[src/egpio_regs.svh]
`ifndef EGPIO_REGS_SVH
`define EGPIO_REGS_SVH

// ----------------------------------------
// Register indices (byte address = index * 4)
// ----------------------------------------
`define EGPIO_IDX_P1_MODE 24'hffffd0
`define EGPIO_IDX_P2_MODE 24'hffffd1
`define EGPIO_IDX_P1_DIR 24'hfffff0
`define EGPIO_IDX_P2_DIR 24'hfffff1
`define EGPIO_IDX_P1_DATA 24'hffffe0
`define EGPIO_IDX_P2_DATA 24'hffffe1
`define EGPIO_IDX_P1_PULLUP 24'hff0010
`define EGPIO_IDX_P2_PULLUP 24'hff0011
`define EGPIO_IDX_P1_DRIVE 24'hff0030
`define EGPIO_IDX_P2_DRIVE 24'hff0031

// ----------------------------------------
// Storage slots of the register file
// ----------------------------------------
`define EGPIO_NREG 10
`define EGPIO_SLOT_P1_MODE 4'h0
`define EGPIO_SLOT_P2_MODE 4'h1
`define EGPIO_SLOT_P1_DIR 4'h2
`define EGPIO_SLOT_P2_DIR 4'h3
`define EGPIO_SLOT_P1_DATA 4'h4
`define EGPIO_SLOT_P2_DATA 4'h5
`define EGPIO_SLOT_P1_PULLUP 4'h6
`define EGPIO_SLOT_P2_PULLUP 4'h7
`define EGPIO_SLOT_P1_DRIVE 4'h8
`define EGPIO_SLOT_P2_DRIVE 4'h9
`define EGPIO_SLOT_LAST 4'h9
`define EGPIO_SLOT_NONE 4'hf

// ----------------------------------------
// Reset values and bus answers
// ----------------------------------------
`define EGPIO_REG_RST 8'h00
`define EGPIO_RDATA_RST 32'h0000_0000
`define EGPIO_RESP_OKAY 1'b0

`endif

[src/egpio_pkg.sv]
`default_nettype none
`include "egpio_regs.svh"

package egpio_pkg;

  // ----------------------------------------
  // Types
  // ----------------------------------------
  typedef logic [7:0] egpio_byte_t;
  typedef logic [`EGPIO_NREG-1:0][7:0] egpio_regfile_t;

  typedef enum logic [1:0] {
    PH_IDLE = 2'b01,
    PH_WRITE = 2'b10
  } egpio_phase_t;

  typedef struct packed {
    egpio_phase_t phase;
    logic [3:0] wslot;
    egpio_regfile_t regs;
    logic [1:0][7:0] samp;
    logic [31:0] rdata;
  } egpio_state_t;

endpackage

`default_nettype wire

[src/egpio_pin_mux.sv]
`timescale 1ns/100ps
`default_nettype none

module egpio_pin_mux (
  // Register bits of one port
  input wire egpio_pkg::egpio_byte_t mode,
  input wire egpio_pkg::egpio_byte_t dir,
  input wire egpio_pkg::egpio_byte_t data,
  input wire egpio_pkg::egpio_byte_t pull_en,
  input wire egpio_pkg::egpio_byte_t drive,
  // Mapped peripheral side
  input wire egpio_pkg::egpio_byte_t periph_out,
  input wire egpio_pkg::egpio_byte_t periph_oe,
  // Pad side
  output logic [7:0] pin_out,
  output logic [7:0] pin_oe,
  output logic [7:0] pullup_on,
  output logic [7:0] drive_high
);
  import egpio_pkg::*;

  // ----------------------------------------
  // Per-pin routing, bit n serves pin n
  // ----------------------------------------
  assign pin_out = (mode & periph_out) | (~mode & data);
  assign pin_oe = (mode & periph_oe) | (~mode & dir);
  // Pull-up only on pins that are not being driven, general or mapped input
  assign pullup_on = pull_en & ~pin_oe;
  assign drive_high = drive;

endmodule

`default_nettype wire

[src/egpio_port_pair.sv]
// Our own choice: the AHB-Lite register port.
`timescale 1ns/100ps
`default_nettype none
`include "egpio_regs.svh"

module egpio_port_pair (
  // Clock and reset
  input wire logic hclk,
  input wire logic hresetn,
  // AHB-Lite slave
  input wire logic hsel,
  input wire logic [31:0] haddr,
  input wire logic [1:0] htrans,
  input wire logic hwrite,
  input wire logic [2:0] hsize,
  input wire logic [31:0] hwdata,
  input wire logic hready,
  output logic hreadyout,
  output logic [31:0] hrdata,
  output logic hresp,
  // Port 1 pads
  input wire egpio_pkg::egpio_byte_t p1_pin_in,
  output logic [7:0] p1_pin_out,
  output logic [7:0] p1_pin_oe,
  output logic [7:0] p1_pullup_on,
  output logic [7:0] p1_drive_high,
  // Port 2 pads
  input wire egpio_pkg::egpio_byte_t p2_pin_in,
  output logic [7:0] p2_pin_out,
  output logic [7:0] p2_pin_oe,
  output logic [7:0] p2_pullup_on,
  output logic [7:0] p2_drive_high,
  // Peripheral mapping controller, port 1
  input wire egpio_pkg::egpio_byte_t p1_periph_out,
  input wire egpio_pkg::egpio_byte_t p1_periph_oe,
  output logic [7:0] p1_periph_in,
  // Peripheral mapping controller, port 2
  input wire egpio_pkg::egpio_byte_t p2_periph_out,
  input wire egpio_pkg::egpio_byte_t p2_periph_oe,
  output logic [7:0] p2_periph_in
);
  import egpio_pkg::*;

  // ----------------------------------------
  // Functions
  // ----------------------------------------
  function automatic logic [3:0] egpio_decode(input logic [31:0] a);
    logic [23:0] idx;
    idx = a[25:2];
    egpio_decode = `EGPIO_SLOT_NONE;
    if (a[31:26] == 6'h00 && a[1:0] == 2'b00) begin
      case (idx)
        `EGPIO_IDX_P1_MODE: egpio_decode = `EGPIO_SLOT_P1_MODE;
        `EGPIO_IDX_P2_MODE: egpio_decode = `EGPIO_SLOT_P2_MODE;
        `EGPIO_IDX_P1_DIR: egpio_decode = `EGPIO_SLOT_P1_DIR;
        `EGPIO_IDX_P2_DIR: egpio_decode = `EGPIO_SLOT_P2_DIR;
        `EGPIO_IDX_P1_DATA: egpio_decode = `EGPIO_SLOT_P1_DATA;
        `EGPIO_IDX_P2_DATA: egpio_decode = `EGPIO_SLOT_P2_DATA;
        `EGPIO_IDX_P1_PULLUP: egpio_decode = `EGPIO_SLOT_P1_PULLUP;
        `EGPIO_IDX_P2_PULLUP: egpio_decode = `EGPIO_SLOT_P2_PULLUP;
        `EGPIO_IDX_P1_DRIVE: egpio_decode = `EGPIO_SLOT_P1_DRIVE;
        `EGPIO_IDX_P2_DRIVE: egpio_decode = `EGPIO_SLOT_P2_DRIVE;
        default: egpio_decode = `EGPIO_SLOT_NONE;
      endcase
    end
  endfunction

  // Output pins give back the stored bit, input pins the sampled level
  function automatic egpio_byte_t egpio_merge(input egpio_byte_t dir, input egpio_byte_t data,
                                              input egpio_byte_t samp);
    egpio_merge = (dir & data) | (~dir & samp);
  endfunction

  function automatic egpio_byte_t egpio_read(input logic [3:0] slot, input egpio_regfile_t regs,
                                             input logic [1:0][7:0] samp);
    egpio_read = 8'h00;
    case (slot)
      `EGPIO_SLOT_P1_DATA: begin
        egpio_read = egpio_merge(regs[`EGPIO_SLOT_P1_DIR], regs[`EGPIO_SLOT_P1_DATA], samp[0]);
      end
      `EGPIO_SLOT_P2_DATA: begin
        egpio_read = egpio_merge(regs[`EGPIO_SLOT_P2_DIR], regs[`EGPIO_SLOT_P2_DATA], samp[1]);
      end
      `EGPIO_SLOT_NONE: begin
        egpio_read = 8'h00;
      end
      default: begin
        if (slot <= `EGPIO_SLOT_LAST) begin
          egpio_read = regs[slot];
        end
      end
    endcase
  endfunction

  // ----------------------------------------
  // State
  // ----------------------------------------
  egpio_state_t st_r;
  egpio_state_t st_nxt;
  logic addr_ph;
  logic [3:0] aslot;
  logic [1:0][7:0] pin_out_v;
  logic [1:0][7:0] pin_oe_v;
  logic [1:0][7:0] pull_v;
  logic [1:0][7:0] drv_v;
  logic [1:0][7:0] per_out_v;
  logic [1:0][7:0] per_oe_v;

  assign addr_ph = hsel && hready && htrans[1];
  assign aslot = egpio_decode(haddr);

  // ----------------------------------------
  // Next state
  // ----------------------------------------
  // A read issued right behind a write to the same register sees the new
  // value, since it is taken from the updated copy rather than from st_r.
  always_comb begin
    st_nxt = st_r;
    // Pins are synchronous, one sampling stage for readback and peripherals
    st_nxt.samp = {p2_pin_in, p1_pin_in};
    if (st_r.phase == PH_WRITE && st_r.wslot <= `EGPIO_SLOT_LAST) begin
      st_nxt.regs[st_r.wslot] = hwdata[7:0];
    end
    st_nxt.phase = PH_IDLE;
    st_nxt.wslot = `EGPIO_SLOT_NONE;
    if (addr_ph) begin
      if (hwrite) begin
        st_nxt.phase = PH_WRITE;
        st_nxt.wslot = aslot;
      end else begin
        st_nxt.rdata = {24'h00_0000, egpio_read(aslot, st_nxt.regs, st_r.samp)};
      end
    end
  end

  // ----------------------------------------
  // Registers
  // ----------------------------------------
  always_ff @(posedge hclk or negedge hresetn) begin
    if (!hresetn) begin
      st_r.phase <= PH_IDLE;
      st_r.wslot <= `EGPIO_SLOT_NONE;
      st_r.regs <= {`EGPIO_NREG{`EGPIO_REG_RST}};
      st_r.samp <= {2{8'h00}};
      st_r.rdata <= `EGPIO_RDATA_RST;
    end else begin
      st_r <= st_nxt;
    end
  end

  // ----------------------------------------
  // Bus answers
  // ----------------------------------------
  // Zero wait states: reads are prepared during the address phase
  assign hreadyout = 1'b1;
  assign hresp = `EGPIO_RESP_OKAY;
  assign hrdata = st_r.rdata;

  // ----------------------------------------
  // Pin routing per port
  // ----------------------------------------
  assign per_out_v = {p2_periph_out, p1_periph_out};
  assign per_oe_v = {p2_periph_oe, p1_periph_oe};

  for (genvar p = 0; p < 2; p++) begin : g_port
    egpio_pin_mux u_mux (
      .mode(st_r.regs[`EGPIO_SLOT_P1_MODE + p]),
      .dir(st_r.regs[`EGPIO_SLOT_P1_DIR + p]),
      .data(st_r.regs[`EGPIO_SLOT_P1_DATA + p]),
      .pull_en(st_r.regs[`EGPIO_SLOT_P1_PULLUP + p]),
      .drive(st_r.regs[`EGPIO_SLOT_P1_DRIVE + p]),
      .periph_out(per_out_v[p]),
      .periph_oe(per_oe_v[p]),
      .pin_out(pin_out_v[p]),
      .pin_oe(pin_oe_v[p]),
      .pullup_on(pull_v[p]),
      .drive_high(drv_v[p])
    );
  end

  assign p1_pin_out = pin_out_v[0];
  assign p1_pin_oe = pin_oe_v[0];
  assign p1_pullup_on = pull_v[0];
  assign p1_drive_high = drv_v[0];
  assign p2_pin_out = pin_out_v[1];
  assign p2_pin_oe = pin_oe_v[1];
  assign p2_pullup_on = pull_v[1];
  assign p2_drive_high = drv_v[1];
  // Peripherals see the sampled level whatever the mode; the controller decides use
  assign p1_periph_in = st_r.samp[0];
  assign p2_periph_in = st_r.samp[1];

  logic [7:0] p1_mode;
  logic [7:0] p1_dir;
  logic [7:0] p1_data;
  logic [7:0] p1_pull;
  logic [7:0] p2_mode;
  logic [7:0] p2_dir;
  assign p1_mode = st_r.regs[`EGPIO_SLOT_P1_MODE];
  assign p1_dir = st_r.regs[`EGPIO_SLOT_P1_DIR];
  assign p1_data = st_r.regs[`EGPIO_SLOT_P1_DATA];
  assign p1_pull = st_r.regs[`EGPIO_SLOT_P1_PULLUP];
  assign p2_mode = st_r.regs[`EGPIO_SLOT_P2_MODE];
  assign p2_dir = st_r.regs[`EGPIO_SLOT_P2_DIR];
endmodule

`default_nettype wire

[config.mk]
export PLATFORM = sky130hd
export DESIGN_NAME = egpio_port_pair
export DESIGN_NICKNAME = d
export VERILOG_FILES = /design/src/egpio_pkg.sv /design/src/egpio_pin_mux.sv /design/src/egpio_port_pair.sv
export VERILOG_INCLUDE_DIRS = /design/src
export SDC_FILE = /design/constraint.sdc
export NUM_CORES = 1
export LEC_CHECK = 0
export BUFFER_PORTS_ARGS = -buffer_cell sky130_fd_sc_hd__buf_4
export CAP_MARGIN = 20
export CORE_UTILIZATION = 45
export CTS_CLUSTER_DIAMETER = 80
export DETAILED_ROUTE_END_ITERATION = 10
export PLACE_DENSITY = 0.77
export SYNTH_ARGS = -nofsm -noshare
export SYNTH_HDL_FRONTEND = slang
export SYNTH_SLANG_ARGS = --single-unit
[constraint.sdc]
create_clock -name hclk -period 2.6 [get_ports hclk]
set_clock_uncertainty 0.15 [all_clocks]
set_input_delay 0.39 -clock hclk [delete_from_list [all_inputs] [get_ports hclk]]
set_output_delay 0.39 -clock hclk [all_outputs]
set_load 0.02 [all_outputs]
# Yosys cells after proc, flatten, opt, wreduce, memory -nomap -nowiden
# Index checks and enable logic that the tools add are counted.
dict set report word_totals {
  mem_bits_ro 0
  ff_bits 110
  latchBits 0
  word_cells 81
  ram_bits 0
  out_inout_bits 114
  memories 0
  input_bits 122
}
dict set report op_classes {
  n_lt_le_gt_ge 5
  mul 0
  addsub 0
  n_reduce_logical 8
  shifts 0
  n_mux 12
  n_eq_ne 14
  div_mod_pow 0
  bitwise_logic 27
}
# op n
set op_table {}
lappend op_table {{$eq 24x24->1 const B} 10}
lappend op_table {{$and 8x8->8} 14}
lappend op_table {{$bwmux 80} 1}
lappend op_table {{$mux 80} 1}
lappend op_table {{$not 8->8} 6}
lappend op_table {{$or 8x8->8} 6}
lappend op_table {{$pmux 4 s10} 1}
lappend op_table {{$bmux 8 s4} 1}
lappend op_table {{$demux 8 s4} 1}
lappend op_table {{$mux 8} 3}
lappend op_table {{$pmux 8 s3} 1}
lappend op_table {{$mux 6} 2}
lappend op_table {{$lt 4x5->1 const B} 2}
lappend op_table {{$eq 4x3->1 const B} 2}
lappend op_table {{$le 4x4->1 const B} 2}
lappend op_table {{$logic_not 6->1} 1}
lappend op_table {{$logic_and 1x1->1} 5}
lappend op_table {{$eq 4x4->1 const B} 1}
lappend op_table {{$ge 4x1->1 const B} 1}
lappend op_table {{$mux 4} 1}
lappend op_table {{$eq 2x2->1 const B} 1}
lappend op_table {{$logic_not 2->1} 1}
lappend op_table {{$reduce_and 2->1} 1}
lappend op_table {{$not 1->1} 1}

# Longest topological paths before layout
# Gate-level depths: netlist (run 1).
dict set report depth {
  depth_word 10
  depth_mapped 10
  ltp_nobuf 7
}

# Hierarchy
# Synthesis (run 1) repeated with hierarchy kept, for this count alone.
dict set report hier_totals {
  cells_unflattened 553
  area_unflattened_um2 6377.4
}
# module n_inst seq_area_each_um2 area_per_inst_um2 cells_each
set modules_own_cells {}
lappend modules_own_cells {egpio_port_pair 1 2758.9 5676.7 473}
lappend modules_own_cells {egpio_pin_mux 2 0.0 350.3 40}

# Worst setup path after synthesis (run 1)
# No wires, ideal clock.
dict set report synth_timing {
  path_kind {input-to-reg}
  from {in haddr[3]}
  to {reg st_r (netlist bit hrdata[6])}
  setup_time_ns 0.128
  stages 7
  n_path_buf 0
  t_required_ns 2.322
  path_slack_ns -0.141
  t_arrival_ns 2.463
  cell_sequence {or4b_4 > nor3_4 > o211ai_1 > nand2_1 > mux2_2 > a221oi_1 > o21ai_1}
}
dict set report synth_via {
  elab_chain_len 7
  word_cells_on_any_way 20
  cone_classes {1 x order compare; 13 x eq/ne; 6 x mux}
}
# element line
set synth_rtl {}
lappend synth_rtl {{start, declared} egpio_port_pair.sv:12} ;# input wire logic [31:0] haddr,
lappend synth_rtl {{$eq 24x24->1} egpio_port_pair.sv:52} ;# case (idx)
lappend synth_rtl {{$pmux 4 s10 *} egpio_port_pair.sv:52}
lappend synth_rtl {{$mux 4 *} egpio_port_pair.sv:51} ;# if (a[31:26] == 6'h00 && a[1:0] == 2'b00) begin
lappend synth_rtl {{$bmux 8 s4} egpio_port_pair.sv:89} ;# egpio_read = regs[slot];
lappend synth_rtl {{$mux 8 (not written as such)} egpio_port_pair.sv:89}
lappend synth_rtl {{$mux 8} egpio_port_pair.sv:88} ;# if (slot <= `EGPIO_SLOT_LAST) begin
lappend synth_rtl {{$pmux 8 s3 *} egpio_port_pair.sv:77} ;# case (slot)
lappend synth_rtl {{end signal, assigned} egpio_port_pair.sv:147} ;# st_r <= st_nxt;
lappend synth_rtl {{end, declared} egpio_port_pair.sv:98} ;# egpio_state_t st_r;
# Every way passes the cells marked *; elsewhere a longest branch is shown, timed or not. The select of a mux whose other input is x is not followed.
# A chain may end at the register's enable or synchronous reset.

==> impl_metrics.env, run 1 <==
export IMPL_start_util_pct=46.5
export IMPL_r2r_start="st_r[131]$_DFF_PN1_"
export IMPL_worst_setup_path_start_kind="flop"
export IMPL_die_y_microns=120
export IMPL_holdPathEnd="st_r[128]$_DFF_PN1_"
export IMPL_setup_viol=0
export IMPL_ctsHtreeMaxLevel=3
export IMPL_drtIter0Drc=254
export IMPL_r2r_end="hrdata[2]$_DFFE_PN0P_"
export IMPL_drt_pass1_iter_count=4
export IMPL_p_total_mw=3.90
export IMPL_synth_edf_count=0
export IMPL_vias=5065
export IMPL_syn_cell_area_sq_mm=0.00623
export IMPL_leakagePower_nw=3.93
export IMPL_placed_area_sq_mm=0.00777
export IMPL_post_drt_via_cell_ratio=5.41
export IMPL_nNetsFinal=878
export IMPL_dieArea_sq_mm=0.0143
export IMPL_share_comb_of_total_power_pct=16.0
export IMPL_cts_setup_buffers=0
export IMPL_holdWs_ns=0.200
export IMPL_period_share_pct=94.9
export IMPL_synthFlopType="dfrtp_1"
export IMPL_worstSetupPathType="flop to flop"
export IMPL_gp_congestion=0.904
export IMPL_grt_pass1_vias=5258
export IMPL_syn2layout_area_growth_pct=32.7
export IMPL_finalCriticalPeriod_ns=2.47
export IMPL_rrSetupSlack_ns=0.13
export IMPL_syn_inst=557
export IMPL_drc=0
export IMPL_ys_top_cells_by_area="dfrtp_1 (42%), mux2_2 (18%), mux2i_1 (8.2%)"
export IMPL_peakVddDrop_mv=0.305
export IMPL_rsz0062_at_grt="false"
export IMPL_pwr_share_seq_pct=46.7
export IMPL_antenna_cells=0
export IMPL_max_cap_violations=0
export IMPL_power_switching_mw=0.981
export IMPL_cts_path_max_buffers=2
export IMPL_grt_overflow_total=0
export IMPL_cts_sinks=110
export IMPL_yosys_warnings=0
export IMPL_p_sw_share_pct=25.2
export IMPL_slew_viol_final=0
export IMPL_ant_nets=0
export IMPL_io_pin_count=236
export IMPL_yosysSeqAreaShare_pct=44.3
export IMPL_ys_async_sr_fraction_pct=100
export IMPL_die_x_microns=120
export IMPL_drt_total_wl_microns=17500
export IMPL_cts_root_buf="clkbuf_16"
export IMPL_layout_common_cells="buf_4 (232), dfrtp_1 (105), mux2_2 (102)"
export IMPL_drive_gt1_share_pct=50.1
export IMPL_port_buffers=181
export IMPL_synth_top_cell_area_share_pct=42.1
export IMPL_grt_max_degree=54
export IMPL_p_int_mw=2.92
export IMPL_hold_viol=0
export IMPL_worstPathArrival_ns=2.55
export IMPL_worstSetupEndpointType="flop"
export IMPL_hp_class="primary input to flop"
export IMPL_fmax_mhz=405
export IMPL_stdcell_area_sq_mm=0.00827
export IMPL_crit_required_ns=2.69
export IMPL_rows=42
export IMPL_whs_path_depth=3
export IMPL_hp_start="haddr[2]"
export IMPL_final_common_cell="buf_4"
export IMPL_grt_use_total_pct=25.4
export IMPL_antenna_found_initial=0
export IMPL_synth_seq_cells=110
export IMPL_place_hpwl_microns=13500
export IMPL_grt_pass1_wl_microns=28000
export IMPL_power_density_mw_per_mm2=471
export IMPL_clk_pin_slew_worst_paths_ns=0.07
export IMPL_avgSynthCellArea_sq_um=11.2
export IMPL_yosysTopAreaCell="dfrtp_1"
export IMPL_path_max_fanout=5
export IMPL_tritoncts="done"
export IMPL_status="completed"
export IMPL_core_area_sq_mm=0.0134
export IMPL_avgRoutedWirePerCell_microns=18.7
export IMPL_power_frac_clock_pct=37.3
export IMPL_fin_tns_setup_ns=0
export IMPL_rr_worst_depth=7
export IMPL_synth_cell_types=50
export IMPL_clock_latency_ns=0.35
export IMPL_cts_made_buffers=9
==> kinds of logic after synthesis <==
family | count (synthesis) | share of synthesized area (%)
mux | 154 | 26.8
buf+inv | 116 | 11.4
flops | 110 | 44.3
simple gates | 109 | 10.2
compound gates | 66 | 7.24
other cells | 2 | 0.120
==> layer usage <==
metal	global-route usage [%]	vias to the layer above	wire length, microns
li1	-	2316	-
met4	5.94	0	198
met1	31.8	2514	7290
met5	0	-	0
met2	44.9	217	9000
met3	5.09	18	1030
==> sequential cells by signal (all words and copies together), names as in the netlist <==
signal,cells
p2_dir,8
p2_periph_in,8
p1_dir,8
p2_mode,8
hrdata,8
p1_periph_in,8
p1_pull,8
p1_data,8
st_r,38
p1_mode,8
==> worst max-delay path by stage <==
stage / from / to / slack, ns
final: st_r[131]$_DFF_PN1_ / hrdata[2]$_DFFE_PN0P_ / 0.13
after global routing: st_r[131]$_DFF_PN1_ / hrdata[1]$_DFFE_PN0P_ / 0.003
after CTS: st_r[131]$_DFF_PN1_ / hrdata[7]$_DFFE_PN0P_ / 0.06
after detailed placement: haddr[3] / hrdata[5]$_DFFE_PN0P_ / -0.20
after global placement: haddr[3] / hrdata[7]$_DFFE_PN0P_ / -0.18
after floorplan: haddr[3] / hrdata[6]$_DFFE_PN0P_ / 0.004
==> repair_timing <==
item,4_1_cts,5_1_grt
endpoints found under the hold margin,40,0
hold buffers,17,0
pin swaps,1,0
setup endpoints to repair,4,5
resized for setup,2,3
==> synth_stat cells (2+ instances only) <==
cell type  count
dfrtp_1      105
nor2b_1        2
nand4_1        6
nand4b_1       2
clkbuf_1      13
and2_1         4
nand2_1       21
inv_1         27
buf_4         68
a221oi_1       4
nor3_1         7
nand3_1       12
nor4bb_1       2
mux2_2       102
o211a_1        2
o211ai_1       4
buf_6          2
o311a_1        3
nor4_1         5
nor4b_1        2
nand2_2        3
nor2_1        22
and3_1         2
a21oi_1       13
a22oi_1        7
nand2b_1       4
a311o_2        6
mux2i_1       51
or4_1          5
buf_2          5
o21ai_1        5
dfstp_2        5
conb_1         2
o21ai_0       18
==> area by class of cell <==
cell class | instances | area [sq um]
clock inverters | 4 | 72.6
well taps | 176 | 220
flip-flops and latches | 110 | 2760
repair buffers | 253 | 1990
fillers | 1107 | 5130
inverters | 27 | 101
clock buffers | 11 | 233
multi-input cells | 355 | 2900
==> metrics by stage <==
| stage | std cells | utilization (%) | setup WS, ns |
|---|---|---|---|
| after global routing | 936 | 61.7 | 0.00341 |
| after detailed placement | 904 | 58.0 | -0.200 |
| after CTS | 936 | 61.6 | 0.0559 |
| after global placement | 904 | 58.0 | -0.183 |
| final | 936 | 61.7 | 0.133 |
| after floorplan | 581 | - | 0.00388 |
==> power by group through the flow <==
| stage | Combinational (mW) | Sequential [mW] | Clock [mW] |
|---|---|---|---|
| final | 0.623 | 1.82 | 1.45 |
| after global placement | 0.589 | 1.85 | 0 |
| after CTS | 0.625 | 1.82 | 1.48 |
| after floorplan | 0.364 | 1.83 | 0 |
| after detailed placement | 0.602 | 1.85 | 0 |
| after global routing | 0.667 | 1.83 | 1.54 |
==> critical path, stage by stage, from the launching register on <==
cell      delay [ns]
dfstp_2         0.56
nor4bb_4        0.33
nand2_2         0.19
buf_4           0.21
mux2_2          0.28
mux2_1          0.33
a221oi_2        0.22
o21ai_1         0.09
No activity file was read; power rests on OpenSTA's default activity.
==> run 2, diff against run 1 <==
- CELL_PAD_IN_SITES_DETAIL_PLACEMENT: unset -> 0
- CELL_PAD_IN_SITES_GLOBAL_PLACEMENT: unset -> 1
- CORE_UTILIZATION: 45 -> 34
- PLACE_DENSITY: 0.77 -> unset
- PLACE_DENSITY_LB_ADDON: unset -> 0.1
==> run 2 against run 1 <==
Effect of this change: sequential power hardly changed; cell count rose by 6.3%; sequential cell count did not move; design area is 1.7% higher; worst setup slack worse by 0.0091 ns; power rose by 1.5%; largest power group unchanged; largest cell class unchanged.
==> impl_metrics.env, run 2 (synthesized netlist as in run 1, its figures left out) <==
export IMPL_status="completed"
export IMPL_hold_viol=0
export IMPL_fin_ws_ns=0.124
export IMPL_rsz0062_at_grt="true"
export IMPL_cts_sinks=110
export IMPL_period_share_pct=95.2
export IMPL_relSlewSlack_pct=65.8
export IMPL_path_max_fanout=6
export IMPL_p_int_mw=2.95
export IMPL_grt_pass1_vias=4931
export IMPL_drc=0
export IMPL_stdcell_area_sq_mm=0.00842
export IMPL_crit_required_ns=2.69
export IMPL_drtIter0Drc=278
export IMPL_worst_setup_path_start_kind="flop"
export IMPL_crit_slowest_cell="dfstp_2"
export IMPL_top_register="st_r"
export IMPL_cts_made_buffers=9
export IMPL_final_common_cell="buf_4"
export IMPL_cts_root_buf="clkbuf_16"
export IMPL_worstPathArrival_ns=2.56
export IMPL_grt_pass1_wl_microns=27700
export IMPL_utilization_pct=46.9
export IMPL_die_y_microns=137
export IMPL_fillers=1744
export IMPL_cts_path_max_buffers=2
export IMPL_vias=4884
export IMPL_hp_class="primary input to flop"
export IMPL_antenna_found_initial=0
export IMPL_share_comb_of_total_power_pct=15.5
export IMPL_ant_nets=0
export IMPL_tritoncts="done"
export IMPL_place_hpwl_microns=14300
export IMPL_grt_overflow_total=0
export IMPL_route_layer_met1_wl_microns=8200
export IMPL_fmax_mhz=404
export IMPL_pre_cts_slack_ns=-0.243
export IMPL_route_met2_wl_microns=9150
export IMPL_grt_max_degree=63
export IMPL_cts_setup_buffers=0
export IMPL_regArea_sq_mm=0.00276
export IMPL_clk_pin_slew_worst_paths_ns=0.08
export IMPL_drt_pass1_iter_count=4
export IMPL_gp_congestion=0.858
export IMPL_grt_use_total_pct=20.1
export IMPL_largest_register_ffs=38
export IMPL_slew_viol_final=0
export IMPL_drive_gt1_share_pct=50.7
export IMPL_antenna_cells=0
export IMPL_holdWs_ns=0.180
export IMPL_io_pin_count=236
export IMPL_clock_latency_ns=0.35
export IMPL_dieArea_sq_mm=0.0189
export IMPL_final_cells=995
export IMPL_drt_total_wl_microns=18600
export IMPL_cp_num_buf_inv=2
export IMPL_ctsHtreeMaxLevel=3
export IMPL_dp_cells=962
export IMPL_p_total_mw=3.95
export IMPL_slowest_delay_ns=0.57
export IMPL_highest_layer="met4"
export IMPL_die_x_microns=137
export IMPL_finalCriticalPeriod_ns=2.48
export IMPL_post_drt_via_cell_ratio=4.91
export IMPL_avgRoutedWirePerCell_microns=18.7
export IMPL_fin_tns_setup_ns=0
export IMPL_p_sw_share_pct=25.4
export IMPL_pwr_share_seq_pct=46.1
export IMPL_core_area_sq_mm=0.0180
export IMPL_layout_common_cells="buf_4 (234), dfrtp_1 (105), mux2_2 (102)"
export IMPL_worstSetupPathType="flop to flop"
export IMPL_power_frac_clock_pct=38.4
export IMPL_multiInputGateArea_sq_mm=0.00290
export IMPL_crit_family="flip-flops"
export IMPL_worstSetupEndpointType="flop"
export IMPL_peakVddDrop_mv=0.301
export IMPL_setup_viol=0
export IMPL_max_cap_violations=0
export IMPL_syn2layout_area_growth_pct=35.0
export IMPL_wl_met3_microns=1070
export IMPL_port_buffers=181
export IMPL_tightest_slew_ns=0.511
export IMPL_cp_cell_sequence="nor4bb_2 -> buf_4 -> nand2_1 -> buf_4 -> mux2_2 -> mux2i_1 -> mux2i_1 -> a22oi_1 -> o21ai_1"
export IMPL_rows=49
export IMPL_start_util_pct=34.7
export IMPL_power_density_mw_per_mm2=470
export IMPL_placed_area_sq_mm=0.00788
export IMPL_leakagePower_nw=3.97
export IMPL_power_switching_mw=1.00
export IMPL_nNetsFinal=883
==> run 2: tightest hold or removal path, cell delays in order <==
cell and delay, ns:
buf_4 0.13, nor4_1 0.07, nand2_1 0.06
==> run 2: area by class of cell <==
type,count,share of cell area [%]
multi-input combinational,355,34.5
sequential,110,32.8
timing repair buffer,258,24.2
tap,229,3.40
clock buffer,11,2.88
inverter,27,1.20
clock inverter,5,0.981
==> run 2: worst paths after layout <==
check                                        end                 from  depth (start not counted)  slack (ns)
min reg2reg                   st_r[88]$_DFF_PN0_   st_r[88]$_DFF_PN0_                          1        0.38
min in group asynchronous   p2_mode[6]$_DFF_PN0_              hresetn                          2        0.30
max                        hrdata[3]$_DFFE_PN0P_  st_r[130]$_DFF_PN1_                          9        0.12
min                          st_r[128]$_DFF_PN1_             haddr[2]                          3        0.18
max reg2reg                hrdata[3]$_DFFE_PN0P_  st_r[130]$_DFF_PN1_                          9        0.12
max in group asynchronous  hrdata[2]$_DFFE_PN0P_              hresetn                          3        1.31
==> run 2: per-layer routing <==
layer  track usage (%)  up-vias
li1                  -     2311
met1              26.5     2393
met2              33.5      165
met3              4.60       15
met4              4.27        0
met5                 0        -
==> run 2: power by group through the flow <==
stage          clock [mW]  combinational (mW)  sequential [mW]
2_1_floorplan           0               0.364             1.83
3_3_place_gp            0               0.590             1.85
3_5_place_dp            0               0.597             1.86
4_1_cts              1.55               0.620             1.82
5_1_grt              1.63               0.666             1.83
6_report             1.52               0.613             1.82
==> run 2: repair_timing <==
action | CTS | global route
endpoints found under the setup margin | 3 | 8
pin swaps | 0 | 2
endpoints found under the hold margin | 32 | 0
resized for setup | 2 | 11
hold buffers | 17 | 0
==> run 3, diff against run 2 <==
- ABC_AREA: unset -> 1
- CORE_UTILIZATION: 34 -> 32
==> run 3 against run 2 <==
Effect of this change: hold slack got worse by 0.012 ns; global-route usage down 0.62 points; count of clock-buffer cells in the layout shrank 1; utilization decreased by 3.3 points; largest power group unchanged; synthesized cell count rose by 42%; power fell by 7.9%.
==> impl_metrics.env, run 3 <==
export IMPL_hold_viol=0
export IMPL_path_max_fanout=10
export IMPL_peakVddDrop_mv=0.300
export IMPL_clk_pin_slew_worst_paths_ns=0.08
export IMPL_cts_setup_buffers=0
export IMPL_cts_path_max_buffers=2
export IMPL_antenna_cells=0
export IMPL_ys_async_sr_fraction_pct=100
export IMPL_multiInputGateArea_sq_mm=0.00270
export IMPL_core_area_sq_mm=0.0190
export IMPL_setup_viol=0
export IMPL_ant_nets=0
export IMPL_die_x_microns=142
export IMPL_post_drt_via_cell_ratio=4.48
export IMPL_drt_total_wl_microns=19000
export IMPL_antenna_found_initial=0
export IMPL_drc=0
export IMPL_io_pin_count=236
export IMPL_final_common_cell="buf_4"
export IMPL_clock_latency_ns=0.36
export IMPL_rows=50
export IMPL_ys_top_cells_by_area="dfrtp_1 (42%), nand2_1 (13%), buf_4 (8.2%)"
export IMPL_max_cap_violations=0
export IMPL_syn_cell_area_sq_mm=0.00626
export IMPL_finalCriticalPeriod_ns=2.32
export IMPL_fmax_mhz=431
export IMPL_tritoncts="done"
export IMPL_worstPathArrival_ns=2.41
export IMPL_final_cells=1248
export IMPL_ctsHtreeMaxLevel=3
export IMPL_yosysMostFrequentCell="nand2_1"
export IMPL_yosys_warnings=0
export IMPL_gp_congestion=0.809
export IMPL_regArea_sq_mm=0.00276
export IMPL_leakagePower_nw=4.34
export IMPL_cts_made_buffers=9
export IMPL_place_hpwl_microns=14400
export IMPL_layout_common_cells="buf_4 (219), nand2_1 (208), dfrtp_1 (105)"
export IMPL_fillers=2009
export IMPL_grt_max_degree=65
export IMPL_cts_sinks=110
export IMPL_status="completed"
export IMPL_start_util_pct=33.0
export IMPL_drt_pass1_iter_count=5
export IMPL_synthTopCellsByCount="nand2_1 (209), dfrtp_1 (105), o21ai_0 (83)"
export IMPL_vias=5597
export IMPL_grt_overflow_total=0
export IMPL_stdcell_area_sq_mm=0.00826
export IMPL_period_share_pct=89.3
export IMPL_yosysTopAreaCell="dfrtp_1"
export IMPL_drtIter0Drc=273
export IMPL_synth_top_cell_area_share_pct=42.0
export IMPL_rsz0062_at_grt="false"
export IMPL_synth_edf_count=0
export IMPL_port_buffers=181
export IMPL_largest_register_ffs=38
export IMPL_worstSetupPathType="flop to flop"
export IMPL_syn_inst=793
export IMPL_grt_pass1_wl_microns=29500
export IMPL_die_y_microns=142
export IMPL_grt_use_total_pct=19.5
export IMPL_synth_seq_cells=110
export IMPL_dp_cells=1215
export IMPL_placed_area_sq_mm=0.00780
export IMPL_synthFlopType="dfrtp_1"
export IMPL_avgRoutedWirePerCell_microns=15.3
export IMPL_syn2layout_area_growth_pct=32.0
export IMPL_dieArea_sq_mm=0.0201
export IMPL_crit_required_ns=2.69
export IMPL_avgSynthCellArea_sq_um=7.90
export IMPL_nNetsFinal=1105
export IMPL_power_density_mw_per_mm2=440
export IMPL_slew_viol_final=0
export IMPL_yosysSeqAreaShare_pct=44.1
export IMPL_drive_gt1_share_pct=30.6
export IMPL_worstSetupEndpointType="flop"
export IMPL_worst_setup_path_start_kind="flop"
export IMPL_hp_class="primary input to flop"
export IMPL_synth_cell_types=32
export IMPL_cts_root_buf="clkbuf_16"
export IMPL_grt_pass1_vias=5381
export IMPL_top_register="st_r"
run 3: changes by cell type after synthesis, moves of 6 or more:
cell / change
inv_1: +51
nor3_1: -6
nand2_1: +188
o21ai_0: +65
a21oi_1: +16
a311o_2: -6
o21a_1: +11
mux2_2: -66
o22ai_1: +7
mux2i_1: -51
nand3_1: +31
nor2_1: +45
a22oi_1: -7
run 3: cell type report:
| cell class | instances | share of cell area [%] |
|---|---|---|
| Sequential cell | 110 | 33.4 |
| Inverter | 81 | 3.69 |
| Multi-Input combinational cell | 541 | 32.6 |
| Clock buffer | 10 | 2.89 |
| Timing Repair Buffer | 240 | 22.9 |
| Clock inverter | 6 | 0.560 |
| Tap cell | 260 | 3.94 |
run 3: kinds of logic (layout without fill, tap and decap cells):
kind of cell	count (synthesis)	after routing	share of synthesized area, %
buf+inv	166	337	14.4
simple gates	341	341	23.0
mux	36	36	6.47
other cells	2	26	0.120
flops	110	110	44.1
compound gates	138	138	11.9
run 3: layer usage:
metal  vias to the layer above  part of all wire, %  track usage, %  wire (microns)
met5                         -                    0               0               0
met2                       148                   47            32.3            9040
met1                      2600                   48            27.1            9050
li1                       2842                    -               -               -
met3                         7                  4.4            2.73             834
met4                         0                 0.62            3.74             118
run 3: final timing paths:
kind,from,to,slack (ns),depth (start not counted)
min in group asynchronous,hresetn,p1_data[7]$_DFF_PN0_,0.32,2
max,st_r[132]$_DFF_PN1_,hrdata[2]$_DFFE_PN0P_,0.28,9
max in group asynchronous,hresetn,st_r[130]$_DFF_PN1_,1.29,3
min reg2reg,st_r[88]$_DFF_PN0_,st_r[88]$_DFF_PN0_,0.37,2
max reg2reg,st_r[132]$_DFF_PN1_,hrdata[2]$_DFFE_PN0P_,0.28,9
min,hwrite,st_r[132]$_DFF_PN1_,0.17,2
run 3: worst max-delay path, stage by stage (launching register included):
cell and delay [ns]:
dfstp_2 0.38, nor3_4 0.34, nand3_2 0.12, buf_4 0.21, o21ai_0 0.32, mux2_2 0.38
nand3_1 0.08, nand2_1 0.05, nor2_1 0.11, a21oi_1 0.08
run 3: power breakdown:
part	switching, mW	internal, mW	leakage, nW	total, mW
Clock	0.680	0.683	0.135	1.36
Sequential	0.0211	1.75	1.09	1.77
Combinational	0.272	0.235	3.11	0.508
Total	0.974	2.67	4.34	3.64
run 3: timing repair:
item | 4_1_cts | 5_1_grt
gates resized for setup | 0 | 2
hold endpoints to repair | 37 | 0
hold buffers | 17 | 0
endpoints found under the setup margin | 0 | 6
run 3: through the flow:
step / worst slack, ns / TNS, ns / hold WS (ns) / util [%] / total power [mW]
4_1_cts: 0.214 / 0 / 0.163 / 43.6 / 3.68
6_report: 0.279 / 0 / 0.168 / 43.6 / 3.64
2_1_floorplan: 0.323 / 0 / -0.0556 / - / 2.09
5_1_grt: 0.0364 / 0 / 0.187 / 43.6 / 3.79
3_3_place_gp: -0.0373 / -0.149 / 0.161 / 41.2 / 2.30
3_5_place_dp: -0.0536 / -0.198 / 0.164 / 41.2 / 2.30
